## config.mk

```make
export PLATFORM = sky130hd
export DESIGN_NAME = fcp_top
export DESIGN_NICKNAME = d
export VERILOG_FILES = /design/src/logic/fcp_pkg.sv /design/src/logic/fcp_guard_if.sv /design/src/logic/fcp_region.sv /design/src/logic/fcp_top.sv
export VERILOG_INCLUDE_DIRS = /design/src /design/src/logic
export SDC_FILE = /design/constraint.sdc
export NUM_CORES = 1
export LEC_CHECK = 0
export BUFFER_PORTS_ARGS = -buffer_cell sky130_fd_sc_hd__buf_4
export CAP_MARGIN = 20
export CORE_AREA = 2 2 90 75
export CTS_CLUSTER_SIZE = 40
export DETAILED_ROUTE_END_ITERATION = 8
export DIE_AREA = 0 0 92 77
export PLACE_DENSITY = 0.74
export SLEW_MARGIN = 20
export SYNTH_ARGS = -nofsm -noshare
export SYNTH_HDL_FRONTEND = slang
export SYNTH_SLANG_ARGS = --single-unit
```

## constraint.sdc

```tcl
create_clock -name mclk_i -period 5.6 [get_ports mclk_i]
set_input_delay 0.28 -clock mclk_i [delete_from_list [all_inputs] [get_ports mclk_i]]
set_output_delay 0.28 -clock mclk_i [all_outputs]
set_load 0.01 [all_outputs]
```

## src/logic/fcp_map.svh

```systemverilog
// Address map, field positions and reset values of the code guard block.
// Assumes byte addresses of a 22-bit table pointer space.
`ifndef FCP_MAP_SVH
`define FCP_MAP_SVH
`define FCP_ADDR_W 22
`define FCP_OFS_RD_GUARD 22'h300008
`define FCP_OFS_BOOT_EE_RD 22'h300009
`define FCP_OFS_WR_GUARD 22'h30000A
`define FCP_OFS_BOOT_EE_CFG_WR 22'h30000B
`define FCP_OFS_XREAD 22'h30000C
`define FCP_OFS_BOOT_XREAD 22'h30000D
`define FCP_CFG_LO 22'h300000
`define FCP_CFG_HI 22'h3000FF
`define FCP_ID_LO 22'h200000
`define FCP_ID_HI 22'h200007
`define FCP_DEVID_LO 22'h3FFFFE
`define FCP_DEVID_HI 22'h3FFFFF
`define FCP_BOOT_MAX 22'h000800
`define FCP_BIT_R0 0
`define FCP_BIT_R1 1
`define FCP_BIT_EE_RD 7
`define FCP_BIT_BOOT_RD 6
`define FCP_BIT_EE_WR 7
`define FCP_BIT_BOOT_WR 6
`define FCP_BIT_CFG_WR 5
`define FCP_BIT_BOOT_XR 6
`define FCP_RST_CFG 8'hFF
`define FCP_RD_GUARD_MASK 8'h03
`define FCP_BOOT_EE_RD_MASK 8'hC0
`define FCP_WR_GUARD_MASK 8'h03
`define FCP_BOOT_EE_CFG_WR_MASK 8'hE0
`define FCP_XREAD_MASK 8'h03
`define FCP_BOOT_XREAD_MASK 8'h40
`endif

```

## src/logic/fcp_pkg.sv

```systemverilog
// Types of the code guard block.
// Assumes fcp_map.svh is on the include path.
package fcp_pkg;
  typedef enum logic [1:0] {
    FCP_REG_BOOT = 2'b00,
    FCP_REG_BLK0 = 2'b01,
    FCP_REG_BLK1 = 2'b10,
    FCP_REG_NONE = 2'b11
  } fcp_region_t;
  typedef enum logic [1:0] {
    FCP_ST_IDLE = 2'b00,
    FCP_ST_ERASE = 2'b01,
    FCP_ST_DONE = 2'b10
  } fcp_state_t;
  typedef struct packed {
    logic [2:0] rd;
    logic [2:0] wr;
    logic [2:0] xr;
  } fcp_guard_t;
endpackage

```

## src/logic/fcp_guard_if.sv

```systemverilog
// Guard bits and region map passed from the guard store to the checker.
// Assumes one clock domain.
`timescale 1ns/1ps
`default_nettype none
interface fcp_guard_if;
  import fcp_pkg::*;
  fcp_guard_t g;
  logic ee_rd;
  logic ee_wr;
  logic cfg_wr;
  logic [21:0] boot_end;
  logic [21:0] blk1_start;
  logic [21:0] mem_end;
  modport store (output g, ee_rd, ee_wr, cfg_wr, boot_end, blk1_start, mem_end);
  modport check (input g, ee_rd, ee_wr, cfg_wr, boot_end, blk1_start, mem_end);
endinterface
`default_nettype wire

```

## src/logic/fcp_region.sv

```systemverilog
// Region lookup for one program-memory address.
// Assumes boundaries from the guard interface.
`timescale 1ns/1ps
`default_nettype none
module fcp_region
  import fcp_pkg::*;
(
  input wire logic [21:0] addr_i,
  fcp_guard_if.check gif,
  output var fcp_region_t region_o
);
  // ---------------------------------------------
  // Region decode
  // ---------------------------------------------
  always_comb begin
    if (addr_i < gif.boot_end) begin
      region_o = FCP_REG_BOOT;
    end else if (addr_i < gif.blk1_start) begin
      region_o = FCP_REG_BLK0;
    end else if (addr_i < gif.mem_end) begin
      region_o = FCP_REG_BLK1;
    end else begin
      region_o = FCP_REG_NONE;
    end
  end
endmodule
`default_nettype wire

```

## src/logic/fcp_top.sv

```systemverilog
// Code and data memory guard: decides table and programmer access.
// Assumes all requests are synchronous to mclk_i, one per cycle.
`timescale 1ns/1ps
`include "fcp_map.svh"
`default_nettype none
module fcp_top
  import fcp_pkg::*;
#(
  parameter logic [21:0] BOOT_SIZE = 22'h000200,
  parameter logic [21:0] MEM_SIZE = 22'h002000
) (
  input wire logic mclk_i,
  input wire logic reset_n_i,
  input wire logic clk_en_i,
  input wire logic tbl_rd_i,
  input wire logic tbl_wr_i,
  input wire logic [21:0] table_pointer_i,
  input wire logic [21:0] pc_i,
  input wire logic [7:0] tbl_wdata_i,
  input wire logic [7:0] mem_rdata_i,
  input wire logic ee_rd_i,
  input wire logic ee_wr_i,
  input wire logic prog_mode_i,
  input wire logic prog_rd_i,
  input wire logic prog_wr_i,
  input wire logic prog_ee_i,
  input wire logic [21:0] prog_addr_i,
  input wire logic [7:0] prog_wdata_i,
  input wire logic prog_chip_erase_i,
  input wire logic prog_blk_erase_i,
  input wire logic prog_row_erase_i,
  input wire logic [1:0] prog_erase_sel_i,
  output logic grant_o,
  output logic deny_o,
  output logic [7:0] tbl_rdata_o,
  output logic erase_go_o,
  output logic erase_busy_o,
  output logic [7:0] guard_rd_o
);
  // ---------------------------------------------
  // Guard storage
  // ---------------------------------------------
  logic [7:0] rd_guard_q;
  logic [7:0] boot_ee_rd_q;
  logic [7:0] wr_guard_q;
  logic [7:0] boot_ee_cfg_wr_q;
  logic [7:0] xread_q;
  logic [7:0] boot_xread_q;
  fcp_state_t state_q;
  fcp_guard_if gif ();
  fcp_region_t ptr_reg;
  fcp_region_t pc_reg;
  fcp_region_t prg_reg;
  assign gif.boot_end = (BOOT_SIZE > `FCP_BOOT_MAX) ? `FCP_BOOT_MAX : BOOT_SIZE;
  assign gif.blk1_start = MEM_SIZE >> 1;
  assign gif.mem_end = MEM_SIZE;
  // One driver for the whole struct; per-member assigns upset some tools
  assign gif.g = '{rd: {rd_guard_q[`FCP_BIT_R1], rd_guard_q[`FCP_BIT_R0], boot_ee_rd_q[`FCP_BIT_BOOT_RD]},
                   wr: {wr_guard_q[`FCP_BIT_R1], wr_guard_q[`FCP_BIT_R0], boot_ee_cfg_wr_q[`FCP_BIT_BOOT_WR]},
                   xr: {xread_q[`FCP_BIT_R1], xread_q[`FCP_BIT_R0], boot_xread_q[`FCP_BIT_BOOT_XR]}};
  assign gif.ee_rd = boot_ee_rd_q[`FCP_BIT_EE_RD];
  assign gif.ee_wr = boot_ee_cfg_wr_q[`FCP_BIT_EE_WR];
  assign gif.cfg_wr = boot_ee_cfg_wr_q[`FCP_BIT_CFG_WR];
  fcp_region u_ptr (.addr_i(table_pointer_i), .gif(gif), .region_o(ptr_reg));
  fcp_region u_pc (.addr_i(pc_i), .gif(gif), .region_o(pc_reg));
  fcp_region u_prg (.addr_i(prog_addr_i), .gif(gif), .region_o(prg_reg));

  // Guard bit of a region; unmapped region reads as unguarded
  function automatic logic pick(input logic [2:0] v, input fcp_region_t r);
    pick = (r == FCP_REG_NONE) ? 1'b1 : v[r];
  endfunction
  function automatic logic in_rng(input logic [21:0] a, input logic [21:0] lo, input logic [21:0] hi);
    in_rng = (a >= lo) && (a <= hi);
  endfunction

  // ---------------------------------------------
  // Access decisions
  // ---------------------------------------------
  logic is_cfg;
  logic is_id;
  logic is_devid;
  logic is_pcfg;
  logic cpu_rd_ok;
  logic cpu_wr_ok;
  logic prg_rd_ok;
  logic prg_wr_ok;
  logic cpu_cfg_wr;
  logic prg_cfg_wr;
  logic any_req;
  logic ok;
  assign is_cfg = in_rng(table_pointer_i, `FCP_CFG_LO, `FCP_CFG_HI);
  assign is_id = in_rng(table_pointer_i, `FCP_ID_LO, `FCP_ID_HI);
  assign is_devid = in_rng(table_pointer_i, `FCP_DEVID_LO, `FCP_DEVID_HI);
  assign is_pcfg = in_rng(prog_addr_i, `FCP_CFG_LO, `FCP_CFG_HI);
  // Same region always reads; otherwise cross-read permit decides
  assign cpu_rd_ok = is_cfg || is_id || is_devid ||
                     (ptr_reg == pc_reg) || pick(gif.g.xr, ptr_reg);
  assign cpu_wr_ok = is_cfg ? gif.cfg_wr : (is_id || pick(gif.g.wr, ptr_reg));
  assign prg_rd_ok = prog_ee_i ? gif.ee_rd : (is_pcfg || pick(gif.g.rd, prg_reg));
  assign prg_wr_ok = prog_ee_i ? (gif.ee_rd && gif.ee_wr) :
                     (is_pcfg || (pick(gif.g.rd, prg_reg) && pick(gif.g.wr, prg_reg)));
  assign cpu_cfg_wr = tbl_wr_i && is_cfg && gif.cfg_wr && !prog_mode_i;
  assign prg_cfg_wr = prog_mode_i && prog_wr_i && is_pcfg;
  assign any_req = tbl_rd_i || tbl_wr_i || ee_rd_i || ee_wr_i || prog_rd_i || prog_wr_i;
  always_comb begin
    ok = 1'b1;
    if (prog_rd_i) begin
      ok = prog_mode_i && prg_rd_ok;
    end else if (prog_wr_i) begin
      ok = prog_mode_i && prg_wr_ok;
    end else if (tbl_wr_i) begin
      ok = cpu_wr_ok;
    end else if (tbl_rd_i) begin
      ok = cpu_rd_ok;
    end else if (ee_wr_i) begin
      ok = gif.ee_wr;
    end else if (ee_rd_i) begin
      ok = 1'b1;
    end
  end

  // ---------------------------------------------
  // Answer outputs
  // ---------------------------------------------
  always_ff @(posedge mclk_i or negedge reset_n_i) begin
    if (!reset_n_i) begin
      grant_o <= 1'b0;
      deny_o <= 1'b0;
      tbl_rdata_o <= 8'h00;
    end else if (clk_en_i) begin
      grant_o <= any_req && ok;
      deny_o <= any_req && !ok;
      // Refused reads return zeros, never stale data
      tbl_rdata_o <= ((tbl_rd_i || prog_rd_i) && ok) ? mem_rdata_i : 8'h00;
    end
  end

  // ---------------------------------------------
  // Erase sequencing, programmer only
  // ---------------------------------------------
  logic erase_req;
  logic row_ok;
  fcp_region_t row_reg;
  assign row_reg = prg_reg;
  // Row erase of a guarded region is refused: block erase needed
  assign row_ok = pick(gif.g.rd, row_reg) && pick(gif.g.wr, row_reg);
  assign erase_req = prog_mode_i && (prog_chip_erase_i || prog_blk_erase_i ||
                     (prog_row_erase_i && row_ok));
  always_ff @(posedge mclk_i or negedge reset_n_i) begin
    if (!reset_n_i) begin
      state_q <= FCP_ST_IDLE;
    end else if (clk_en_i) begin
      unique case (state_q)
        FCP_ST_IDLE: begin
          if (erase_req) begin
            state_q <= FCP_ST_ERASE;
          end
        end
        FCP_ST_ERASE: begin
          state_q <= FCP_ST_DONE;
        end
        FCP_ST_DONE: begin
          state_q <= FCP_ST_IDLE;
        end
        default: begin
          state_q <= FCP_ST_IDLE;
        end
      endcase
    end
  end
  always_ff @(posedge mclk_i or negedge reset_n_i) begin
    if (!reset_n_i) begin
      erase_go_o <= 1'b0;
      erase_busy_o <= 1'b0;
    end else if (clk_en_i) begin
      erase_go_o <= (state_q == FCP_ST_IDLE) && erase_req;
      erase_busy_o <= (state_q == FCP_ST_IDLE) ? erase_req : (state_q == FCP_ST_ERASE);
    end
  end

  // ---------------------------------------------
  // Guard bit update
  // ---------------------------------------------
  // Write can only clear; erase restores ones
  function automatic logic [7:0] clr_only(input logic [7:0] cur, input logic [7:0] wd, input logic [7:0] m);
    clr_only = cur & (wd | ~m);
  endfunction
  logic [7:0] wd;
  logic cfg_wr_en;
  logic chip_er;
  logic [2:0] blk_er;
  assign wd = prog_mode_i ? prog_wdata_i : tbl_wdata_i;
  assign cfg_wr_en = cpu_cfg_wr || prg_cfg_wr;
  assign chip_er = prog_mode_i && prog_chip_erase_i && (state_q == FCP_ST_IDLE);
  always_comb begin
    blk_er = 3'b000;
    if (prog_mode_i && prog_blk_erase_i && (state_q == FCP_ST_IDLE) && (prog_erase_sel_i != 2'b11)) begin
      blk_er[prog_erase_sel_i] = 1'b1;
    end
  end
  logic [21:0] wa;
  assign wa = prog_mode_i ? prog_addr_i : table_pointer_i;
  function automatic logic hit(input logic en, input logic [21:0] a, input logic [21:0] o);
    hit = en && (a == o);
  endfunction
  always_ff @(posedge mclk_i or negedge reset_n_i) begin
    if (!reset_n_i) begin
      rd_guard_q <= `FCP_RST_CFG;
      boot_ee_rd_q <= `FCP_RST_CFG;
      wr_guard_q <= `FCP_RST_CFG;
      boot_ee_cfg_wr_q <= `FCP_RST_CFG;
      xread_q <= `FCP_RST_CFG;
      boot_xread_q <= `FCP_RST_CFG;
    end else if (clk_en_i) begin
      if (chip_er) begin
        rd_guard_q <= `FCP_RST_CFG;
        boot_ee_rd_q <= `FCP_RST_CFG;
        wr_guard_q <= `FCP_RST_CFG;
        boot_ee_cfg_wr_q <= `FCP_RST_CFG;
        xread_q <= `FCP_RST_CFG;
        boot_xread_q <= `FCP_RST_CFG;
      end else if (blk_er != 3'b000) begin
        rd_guard_q[`FCP_BIT_R0] <= rd_guard_q[`FCP_BIT_R0] | blk_er[1];
        rd_guard_q[`FCP_BIT_R1] <= rd_guard_q[`FCP_BIT_R1] | blk_er[2];
        wr_guard_q[`FCP_BIT_R0] <= wr_guard_q[`FCP_BIT_R0] | blk_er[1];
        wr_guard_q[`FCP_BIT_R1] <= wr_guard_q[`FCP_BIT_R1] | blk_er[2];
        xread_q[`FCP_BIT_R0] <= xread_q[`FCP_BIT_R0] | blk_er[1];
        xread_q[`FCP_BIT_R1] <= xread_q[`FCP_BIT_R1] | blk_er[2];
        boot_ee_rd_q[`FCP_BIT_BOOT_RD] <= boot_ee_rd_q[`FCP_BIT_BOOT_RD] | blk_er[0];
        boot_ee_cfg_wr_q[`FCP_BIT_BOOT_WR] <= boot_ee_cfg_wr_q[`FCP_BIT_BOOT_WR] | blk_er[0];
        boot_xread_q[`FCP_BIT_BOOT_XR] <= boot_xread_q[`FCP_BIT_BOOT_XR] | blk_er[0];
      end else begin
        if (hit(cfg_wr_en, wa, `FCP_OFS_RD_GUARD)) begin
          rd_guard_q <= clr_only(rd_guard_q, wd, `FCP_RD_GUARD_MASK);
        end
        if (hit(cfg_wr_en, wa, `FCP_OFS_BOOT_EE_RD)) begin
          boot_ee_rd_q <= clr_only(boot_ee_rd_q, wd, `FCP_BOOT_EE_RD_MASK);
        end
        if (hit(cfg_wr_en, wa, `FCP_OFS_WR_GUARD)) begin
          wr_guard_q <= clr_only(wr_guard_q, wd, `FCP_WR_GUARD_MASK);
        end
        // Config write guard bit stays read-only to the CPU
        if (hit(cfg_wr_en, wa, `FCP_OFS_BOOT_EE_CFG_WR)) begin
          boot_ee_cfg_wr_q <= clr_only(boot_ee_cfg_wr_q, wd,
              prog_mode_i ? `FCP_BOOT_EE_CFG_WR_MASK : 8'hC0);
        end
        if (hit(cfg_wr_en, wa, `FCP_OFS_XREAD)) begin
          xread_q <= clr_only(xread_q, wd, `FCP_XREAD_MASK);
        end
        if (hit(cfg_wr_en, wa, `FCP_OFS_BOOT_XREAD)) begin
          boot_xread_q <= clr_only(boot_xread_q, wd, `FCP_BOOT_XREAD_MASK);
        end
      end
    end
  end
  always_ff @(posedge mclk_i or negedge reset_n_i) begin
    if (!reset_n_i) begin
      guard_rd_o <= 8'h00;
    end else if (clk_en_i) begin
      guard_rd_o <= {1'b0, gif.ee_rd, gif.ee_wr, gif.cfg_wr,
                     gif.g.rd[0], gif.g.wr[0], gif.g.xr[0], &gif.g.xr[2:1]};
    end
  end

  // ---------------------------------------------
  // Checks
  // ---------------------------------------------
  AST_WR_GUARD: assert property (@(posedge mclk_i) disable iff (!reset_n_i)
    clk_en_i && tbl_wr_i && !prog_rd_i && !prog_wr_i && !is_cfg && !is_id && ptr_reg != FCP_REG_NONE
    && !gif.g.wr[ptr_reg] |=> deny_o && !grant_o) else $error("table write to guarded region granted");
  AST_SAME_REGION: assert property (@(posedge mclk_i) disable iff (!reset_n_i)
    clk_en_i && tbl_rd_i && !tbl_wr_i && !prog_rd_i && !prog_wr_i && ptr_reg == pc_reg |=> grant_o)
    else $error("same-region table read refused");
  AST_FOREIGN_ZERO: assert property (@(posedge mclk_i) disable iff (!reset_n_i)
    clk_en_i && tbl_rd_i && !tbl_wr_i && !prog_rd_i && !prog_wr_i && !is_cfg && !is_id && !is_devid
    && ptr_reg != pc_reg && ptr_reg != FCP_REG_NONE && !gif.g.xr[ptr_reg] |=> deny_o && tbl_rdata_o == 8'h00)
    else $error("foreign table read not zeroed");
  AST_ONE_WAY: assert property (@(posedge mclk_i) disable iff (!reset_n_i)
    !$past(chip_er) && !$past(prog_blk_erase_i) |->
    ({rd_guard_q, boot_ee_rd_q, wr_guard_q, boot_ee_cfg_wr_q, xread_q, boot_xread_q} &
     ~$past({rd_guard_q, boot_ee_rd_q, wr_guard_q, boot_ee_cfg_wr_q, xread_q, boot_xread_q})) == 48'h0)
    else $error("guard bit rose without erase");
  AST_ERASE_SRC: assert property (@(posedge mclk_i) disable iff (!reset_n_i)
    erase_go_o |-> $past(prog_mode_i)) else $error("erase started without programmer");
  AST_EE_RD: assert property (@(posedge mclk_i) disable iff (!reset_n_i)
    clk_en_i && prog_rd_i && prog_ee_i && !gif.ee_rd |=> deny_o) else $error("guarded eeprom read granted");
  AST_EE_WR: assert property (@(posedge mclk_i) disable iff (!reset_n_i)
    clk_en_i && ee_wr_i && !tbl_rd_i && !tbl_wr_i && !prog_rd_i && !prog_wr_i && !gif.ee_wr |=> deny_o)
    else $error("guarded eeprom write granted");
  AST_EE_CPU_RD: assert property (@(posedge mclk_i) disable iff (!reset_n_i)
    clk_en_i && ee_rd_i && !ee_wr_i && !tbl_rd_i && !tbl_wr_i && !prog_rd_i && !prog_wr_i |=> grant_o)
    else $error("cpu eeprom read refused");
  AST_CFG_RO: assert property (@(posedge mclk_i) disable iff (!reset_n_i)
    !$past(prog_mode_i) && !$past(chip_er) && !$past(prog_blk_erase_i) |-> gif.cfg_wr == $past(gif.cfg_wr))
    else $error("config guard changed by cpu");
  AST_ID_RD: assert property (@(posedge mclk_i) disable iff (!reset_n_i)
    clk_en_i && tbl_rd_i && is_id && !tbl_wr_i && !prog_rd_i && !prog_wr_i |=> grant_o)
    else $error("id read refused");
  CV_FOREIGN: cover property (@(posedge mclk_i) tbl_rd_i && ptr_reg != pc_reg ##1 deny_o);
  CV_ERASE: cover property (@(posedge mclk_i) erase_go_o ##1 erase_busy_o);
  CV_CFG_WR: cover property (@(posedge mclk_i) prg_cfg_wr);
endmodule
`default_nettype wire

```

==> results of run 1 <==
[synth_stat cells (2+ instances only)]
library cell / n / area [um^2]
a31oi_1: 2 / 12.51
dfstp_2: 12 / 315.3
o21ai_0: 19 / 95.09
nor2_1: 12 / 45.04
and3_1: 3 / 18.77
nand4_1: 3 / 18.77
a21o_1: 3 / 22.52
nor4_1: 5 / 31.28
and2_1: 4 / 25.02
nor2b_1: 3 / 18.77
and4_1: 2 / 17.52
or4_1: 2 / 15.01
nand3_1: 9 / 45.04
dfrtp_1: 21 / 525.5
a21oi_1: 8 / 40.04
a41oi_1: 4 / 35.03
or3_1: 2 / 12.51
o31ai_1: 5 / 37.54
mux2i_1: 5 / 50.05
clkbuf_1: 3 / 11.26
o22ai_1: 2 / 12.51
a211oi_1: 3 / 22.52
nand3b_1: 2 / 15.01
mux2_2: 8 / 90.09
nand2b_1: 6 / 37.54
a22oi_1: 8 / 60.06
buf_1: 2 / 7.510
inv_1: 12 / 45.04
nand2_1: 27 / 101.4
o311ai_0: 2 / 17.52
nor3_1: 8 / 40.04
o32ai_1: 5 / 43.79
buf_4: 2 / 15.01
[worst max-delay path, stage by stage, from the launching register on]
cell	delay, ns
dfstp_2	0.55
or4b_2	0.59
a21oi_1	0.18
o31ai_1	0.09
o21ai_0	0.16
a211oi_4	0.12
a221o_1	0.31
[path summary, 6_finish.rpt]
kind                                 startpoint  cells past startpoint                   to
min in group asynchronous             reset_n_i                      2       tbl_rdata_o[2]
worst max register to register  boot_xread_q[6]                      6               deny_o
worst min register to register       erase_go_o                      1           erase_go_o
worst max-delay path            boot_xread_q[6]                      6               deny_o
max in group asynchronous             reset_n_i                      2  boot_ee_cfg_wr_q[7]
worst min-delay path             mem_rdata_i[1]                      3       tbl_rdata_o[1]
[flip-flops by register name, summed over array words and instances, names as in the netlist]
name / count
boot_ee_cfg_wr_q: 3
boot_ee_rd_q: 2
boot_xread_q: 1
deny_o: 1
erase_busy_o: 1
erase_go_o: 1
grant_o: 1
guard_rd_o: 7
rd_guard_q: 2
state_q: 2
tbl_rdata_o: 8
wr_guard_q: 2
xread_q: 2
[repair_timing]
action,in CTS,in global routing
gates resized for setup,0,0
hold buffers,1,0
endpoints found under the hold margin,21,0
[through the flow]
step | util, % | worst slack [ns]
after detailed placement | 48.30 | 3.339
after global routing | 49.88 | 3.408
after floorplan | - | 3.663
after global placement | 48.30 | 3.371
final | 49.88 | 3.493
after CTS | 49.78 | 3.321
[power by group through the flow]
| stage | Combinational (mW) | Sequential [mW] | Clock (mW) |
|---|---|---|---|
| 2_1_floorplan | 0.0974 | 0.336 | 0 |
| 3_5_place_dp | 0.225 | 0.340 | 0 |
| 5_1_grt | 0.249 | 0.342 | 0.193 |
| 4_1_cts | 0.226 | 0.336 | 0.180 |
| 3_3_place_gp | 0.219 | 0.338 | 0 |
| 6_report | 0.225 | 0.336 | 0.174 |
[placed cells by master, fill, tap and decap left out, drive strengths merged, types with 3 or more instances in the layout]
| cell type | Yosys | layout |
|---|---|---|
| and2 | 4 | 4 |
| dfrtp | 21 | 21 |
| nand3 | 10 | 10 |
| clkbuf | 3 | 7 |
| inv | 12 | 12 |
| mux2 | 8 | 8 |
| nand2 | 27 | 27 |
| a41oi | 4 | 4 |
| nand2b | 6 | 6 |
| a21o | 3 | 3 |
| a211oi | 4 | 4 |
| nor2 | 12 | 12 |
| nand4 | 3 | 3 |
| a21oi | 8 | 8 |
| nor2b | 3 | 3 |
| nor4 | 6 | 6 |
| o21ai | 19 | 19 |
| and3 | 4 | 4 |
| nor3 | 9 | 9 |
| o32ai | 6 | 6 |
| and4 | 3 | 3 |
| buf | 4 | 108 |
| o31ai | 5 | 5 |
| mux2i | 5 | 5 |
| a22oi | 8 | 8 |
| dfstp | 12 | 12 |
[kinds of logic (layout without fill, tap and decap cells)]
family | Yosys count | in the layout | synth area share (%)
buf+inv | 19 | 129 | 3.748
mux | 13 | 13 | 6.663
simple gates | 98 | 98 | 25.76
compound gates | 69 | 69 | 23.26
flops | 33 | 33 | 39.98
other cells | 1 | 1 | 0.1783
xor+xnor | 1 | 1 | 0.4165
[layout make-up]
class | instances | area [um^2]
Sequential cell | 33 | 840.8
Tap cell | 84 | 105.1
Clock buffer | 7 | 76.32
Fill cell | 617 | 3098
Multi-Input combinational cell | 182 | 1190
Inverter | 12 | 45.04
Clock inverter | 1 | 5.005
Timing Repair Buffer | 109 | 820.8
[routing by layer]
layer	routed length [um]	part of all wire, %	track usage, %	vias up
li1	-	-	-	1108
met1	2907	45	24.95	1108
met2	3042	47	31.10	84
met3	484	7.4	4.126	8
met4	74	1.1	4.478	0
met5	0	0	0	-
==> results.cfg, run 1 <==
[timing]
slew_headroom_pct = 59.12
skew_ns = 0.003689
setup_tns_ns = 0
fin_crit_ns = 2.107
timing.final.crit_share_pct = 37.62
hold_viol_final = 0
timing.hold.ws_ns = 0.2287
tightestPinTransition_ns = 0.6132
rsz0062_at_grt = no
clock.fmax_ghz = 0.4747
maxSlewViolCount = 0
finalSetupViolCount = 0

[power]
ir_drop_mv = 0.1612
switchingPower_mw = 0.2284
clock_power_share_pct = 23.7
combPwrFrac_pct = 30.6
swShare_pct = 31.09
finalPower_mw = 0.7347
p_leak_nw = 1.356
p_seq_share_pct = 45.7
p_per_area_nw_per_um2 = 238.3
internal-power_mw = 0.5063

[yosys]
avgSynthCellArea_um2 = 8.988
synthFlopType = dfrtp_1
syn_inst = 234
synth_area_um2 = 2103
ys_seq_area_share_pct = 39.98
ys_warn_count = 0
syn_nets = 340
async_flop_share_pct = 100.0
synthDistinctLibCells = 53
synth_edf_count = 0
ys_seq_elements = 33

[clock_network]
postCtsSetupRepairBufs = 0
cts_tree = yes
insertion_delay_ns = 0.28
cts_sinks = 33
cts-root-buf = clkbuf_8
clockBufferDepth = 2
htreeDepth = 2
numCtsBuffers = 5
path_clk_slew_ns = 0.07

[floorplan]
core_um2 = 6181
rows = 26
die_w_um = 92
die_y_um = 77
num_io_pins = 126
design.die.area_um2 = 7084
start_util_pct = 34.03

[critical_path]
setup.worst_path.class = flop to flop
path_max_fanout = 10
required_ns = 5.77
cp.arrival_ns = 2.28
reg2reg_setup_slack_ns = 3.49
cp-end-kind = flop
startpoint_type = flop

[detailed_routing]
antenna_left = 0
wirelength_um = 6508
route.detailed.wl_per_inst_um = 15.21
vias = 2308
drc_errors = 0
dr.pass1.iters = 4
drtIter0Drc = 71
vias_per_cell = 5.393

[grt]
grt_pass1_wl_um = 10780
grt_pass1_vias = 2261
antenna_found_initial = 0
grt_max_degree = 34
grt_usage_pct = 18.74
gr-total-overflow = 0

[final_layout]
area_delta_synth_final_pct = 46.58
drive_gt1_share_pct = 41.86
antenna_cells = 0
layout.nets = 449
finalInstanceArea_um2 = 3083
stdcell_count = 428

[status]
outcome = finished, final reports clean

[run]
max_cap_violations = 0

[placement]
dp_hpwl_um = 5241
portBuffers = 108
gp_congestion = 0.8445
post-place-cells = 419
placedInstanceArea_um2 = 2985

[hold_path]
min_path_type = input port to flop
No activity file was read; power rests on OpenSTA's default activity.
==> run 2, diff against run 1 <==
- clock period: 5.6 -> 2 ns (I/O delays scaled with it)
==> results.cfg, run 2 (synthesis gave the netlist of run 1 again) <==
[final_layout]
antenna_cells = 0
area_delta_synth_final_pct = 51.28
largest_register_ffs = 8
drive_gt1_share_pct = 44.23
largest_registers = tbl_rdata_o: 8 flops, guard_rd_o: 7 flops, boot_ee_cfg_wr_q: 3 flops
multi_input_area_um2 = 1197
final_cell_mix = buf_4, nand2_1, dfrtp_1
fin_util_pct = 51.48
layout.nets = 460
ff_latch_area_um2 = 840.8
regMostFlops = tbl_rdata_o
num-fill-cells = 601
final_common_cell = buf_4

[power]
finalPower_mw = 2.104
p_per_area_nw_per_um2 = 661.2
p_leak_nw = 1.414
ir_drop_mv = 0.3784

[detailed_routing]
dr.pass1.iters = 4
vias = 2320
wirelength_um = 6375
vias_per_cell = 5.285
drc_errors = 0
route.detailed.wl_per_inst_um = 14.52
antenna_left = 0
drtIter0Drc = 99

[placement]
gp_congestion = 0.8475
portBuffers = 108
dp_hpwl_um = 5203

[clock_network]
insertion_delay_ns = 0.28
htreeDepth = 2
path_clk_slew_ns = 0.07
clockBufferDepth = 2
cts-root-buf = clkbuf_8
cts_tree = yes
numCtsBuffers = 5
cts_sinks = 33

[timing]
timing.final.crit_share_pct = 93.12
tightestPinTransition_ns = 0.5418
fin_crit_ns = 1.862
clock.fmax_ghz = 0.5369
timing.hold.ws_ns = 0.04780
skew_ns = 0.003052
finalSetupViolCount = 0
hold_viol_final = 0
rsz0062_at_grt = no
slew_headroom_pct = 63.77
maxSlewViolCount = 0

[grt]
antenna_found_initial = 0
grt_pass1_vias = 2311
grt_pass1_wl_um = 10780
grt_usage_pct = 18.66
grt_max_degree = 34
gr-total-overflow = 0

[floorplan]
design.die.area_um2 = 7084
die_y_um = 77
num_io_pins = 126
rows = 26
core_um2 = 6181
die_w_um = 92
start_util_pct = 34.03

[critical_path]
cp-end-kind = flop
required_ns = 2.17
setup.worst_path.class = flop to flop
cp.arrival_ns = 2.03
startpoint_type = flop
path_max_fanout = 5

[run]
max_cap_violations = 0

[status]
outcome = finished, final reports clean

[hold_path]
min_path_type = input port to flop
==> run 2: worst paths after layout <==
path | slack, ns | endpoint | from | depth (start not counted)
worst max-delay path | 0.14 | deny_o | boot_xread_q[6] | 6
worst min-delay path | 0.05 | tbl_rdata_o[5] | mem_rdata_i[5] | 3
worst max register to register | 0.14 | deny_o | boot_xread_q[6] | 6
worst min register to register | 0.49 | erase_go_o | erase_go_o | 1
max in group asynchronous | 1.38 | wr_guard_q[0] | reset_n_i | 2
min in group asynchronous | 0.29 | tbl_rdata_o[7] | reset_n_i | 2
==> run 2: where the power goes <==
part	switching [mW]	total (mW)	internal [mW]
Combinational	0.291	0.645	0.354
Sequential	0.104	0.939	0.834
Clock	0.239	0.520	0.281
Total	0.635	2.10	1.47
==> run 2: critical path: stages (launching register included) <==
cell	delay, ns
dfstp_2	0.53
or4b_4	0.45
a21oi_2	0.15
o31ai_1	0.08
o21ai_1	0.15
a211oi_4	0.09
a221o_1	0.30
==> run 2: what timing repair did <==
item                                    in CTS  in global routing
endpoints found under the setup margin       1                  8
buffers inserted                             2                  0
pin swaps                                    2                  0
hold buffers                                 1                  0
endpoints found under the hold margin       21                  0
gates resized for setup                      3                  2
==> run 2: per-layer routing <==
| metal | wire (um) | global-route usage (%) | vias to the layer above |
|---|---|---|---|
| li1 | - | - | 1131 |
| met1 | 2743 | 25.03 | 1104 |
| met2 | 3074 | 30.59 | 82 |
| met3 | 539 | 5.796 | 3 |
| met4 | 18 | 2.239 | 0 |
| met5 | 0 | 0 | - |
==> run 2: per-stage QoR <==
stage | instances | cell area [um^2] | setup WS [ns] | setup TNS (ns)
final | 439 | 3182 | 0.1375 | 0
after global routing | 439 | 3182 | 0.009215 | 0
after CTS | 439 | 3176 | 0.1162 | 0
after detailed placement | 428 | 3053 | -0.04532 | -0.04532
after global placement | 428 | 3053 | -0.01741 | -0.01741
after floorplan | 234 | 2103 | 0.06291 | 0
==> run 2: final cells by class <==
class	instances	area share (%)
clock buffers	8	2.831
inverters	12	1.416
repair buffers	120	28.39
flip-flops and latches	33	26.43
multi-input cells	182	37.63
well taps	84	3.303
==> run 3, diff against run 2 <==
- BUFFER_PORTS_ARGS: -buffer_cell sky130_fd_sc_hd__buf_4 -> -buffer_cell sky130_fd_sc_hd__clkbuf_2
- CELL_PAD_IN_SITES_DETAIL_PLACEMENT: default -> 1
- CELL_PAD_IN_SITES_GLOBAL_PLACEMENT: default -> 1
- CORE_AREA: 2 2 90 75 -> 2 2 97 80
- DIE_AREA: 0 0 92 77 -> 0 0 99 82
- PLACE_DENSITY: 0.74 -> 0.86
==> results.cfg, run 3 (synthesis gave the netlist of run 1 again) <==
[detailed_routing]
vias_per_cell = 5.180
drtIter0Drc = 54
drc_errors = 0
vias = 2331
dr.pass1.iters = 4
antenna_left = 0
wirelength_um = 7297
route.detailed.wl_per_inst_um = 16.22

[final_layout]
layout.nets = 465
largest_register_ffs = 8
drive_gt1_share_pct = 45.56
final_cell_mix = clkbuf_2, nand2_1, dfrtp_1
regMostFlops = tbl_rdata_o
antenna_cells = 0
area_delta_synth_final_pct = 40.51
fin_util_pct = 41.15
largest_registers = tbl_rdata_o: 8 flops, guard_rd_o: 7 flops, boot_ee_cfg_wr_q: 3 flops
final_common_cell = clkbuf_2

[clock_network]
cts-root-buf = clkbuf_8
cts_sinks = 33
insertion_delay_ns = 0.28
numCtsBuffers = 5
cts_tree = yes
path_clk_slew_ns = 0.07
clockBufferDepth = 2
htreeDepth = 2

[timing]
finalSetupViolCount = 0
rsz0062_at_grt = no
fin_crit_ns = 1.898
clock.fmax_ghz = 0.5269
maxSlewViolCount = 0
slew_headroom_pct = 44.21
tightestPinTransition_ns = 0.8369
hold_viol_final = 0
worst_slack_ns = 0.1020
skew_ns = 0.009053
timing.final.crit_share_pct = 94.90

[run]
max_cap_violations = 0

[critical_path]
timing.critical_path.slowest_cell_delay_ns = 0.53
cp.arrival_ns = 2.06
startpoint_type = flop
path_max_fanout = 7
crit_chain = or4b_4 > a21oi_2 > o31ai_1 > o21ai_1 > a211oi_4 > a221o_1
setup.worst_path.class = flop to flop
cp-end-kind = flop
critical_path.slowest_cell = dfstp_2
required_ns = 2.17

[grt]
antenna_found_initial = 0
grt_pass1_wl_um = 11830
grt_pass1_vias = 2463
grt_max_degree = 34
grt_usage_pct = 18.45
gr-total-overflow = 0

[placement]
gp_congestion = 0.8704
dp_hpwl_um = 5982
portBuffers = 108
dp_slack_ns = -0.1275

[power]
p_per_area_nw_per_um2 = 678.3
p_leak_nw = 1.369
ir_drop_mv = 0.3274

[floorplan]
rows = 28
start_util_pct = 29.29
die_w_um = 99
die_y_um = 82
design.die.area_um2 = 8118
core_um2 = 7182
num_io_pins = 126

[hold_path]
min_path_type = input port to flop

[status]
outcome = finished, final reports clean
==> run 3: power by group <==
| part | switching [mW] | total (mW) | internal [mW] |
|---|---|---|---|
| logic | 0.306 | 0.582 | 0.275 |
| clock network | 0.241 | 0.482 | 0.241 |
| registers | 0.106 | 0.941 | 0.835 |
| total | 0.654 | 2.00 | 1.35 |
==> run 3: path summary, 6_finish.rpt <==
check,startpoint,to,slack [ns],cells after the start
max,boot_xread_q[6],deny_o,0.10,6
min,mem_rdata_i[6],tbl_rdata_o[6],0.05,3
max reg2reg,boot_xread_q[6],deny_o,0.10,6
min reg2reg,erase_go_o,erase_go_o,0.50,1
max in group asynchronous,reset_n_i,erase_go_o,1.02,2
min in group asynchronous,reset_n_i,tbl_rdata_o[0],0.45,2
==> run 3: cell type report <==
| type | count | area [um^2] |
|---|---|---|
| inverters | 12 | 45.04 |
| fillers | 892 | 4227 |
| flip-flops and latches | 33 | 840.8 |
| clock inverters | 2 | 10.01 |
| multi-input cells | 182 | 1204 |
| clock buffers | 6 | 72.57 |
| repair buffers | 125 | 670.6 |
| well taps | 90 | 112.6 |
==> run 3: worst max-delay path: cells and delay by family (launching register included) <==
family / cells / cell delay (ns)
AO/OA/AOI/OAI: 5 / 0.80
flip-flops: 1 / 0.53
AND/OR/NAND/NOR: 1 / 0.46
==> run 3: metrics by stage <==
stage	hold WS, ns	area (um^2)	std cells	power, mW	TNS (ns)
after floorplan	-0.1956	2103	234	1.214	0
after global placement	0.2214	2828	439	1.495	0
after detailed placement	0.2356	2828	439	1.527	-1.052
after CTS	0.04680	2943	450	2.027	0
after global routing	0.05997	2955	450	2.149	0
final	0.04967	2955	450	2.005	0
==> run 3: what timing repair did <==
item / 4_1_cts / 5_1_grt
cloned: 0 / 0
gates resized for setup: 3 / 3
pin swaps: 2 / 0
hold endpoints to repair: 21 / 0
hold buffers: 1 / 0
endpoints found under the setup margin: 1 / 7
setup buffers: 2 / 0
==> run 3: layer usage <==
| layer | routed length [um] | up-vias | share of wire, % | GRT usage (%) |
|---|---|---|---|---|
| met5 | 0 | - | 0 | 0 |
| met1 | 3347 | 1116 | 46 | 24.06 |
| met4 | 29 | 0 | 0.40 | 3.151 |
| met2 | 3494 | 71 | 48 | 32.23 |
| met3 | 425 | 5 | 5.8 | 3.915 |
| li1 | - | 1139 | - | - |
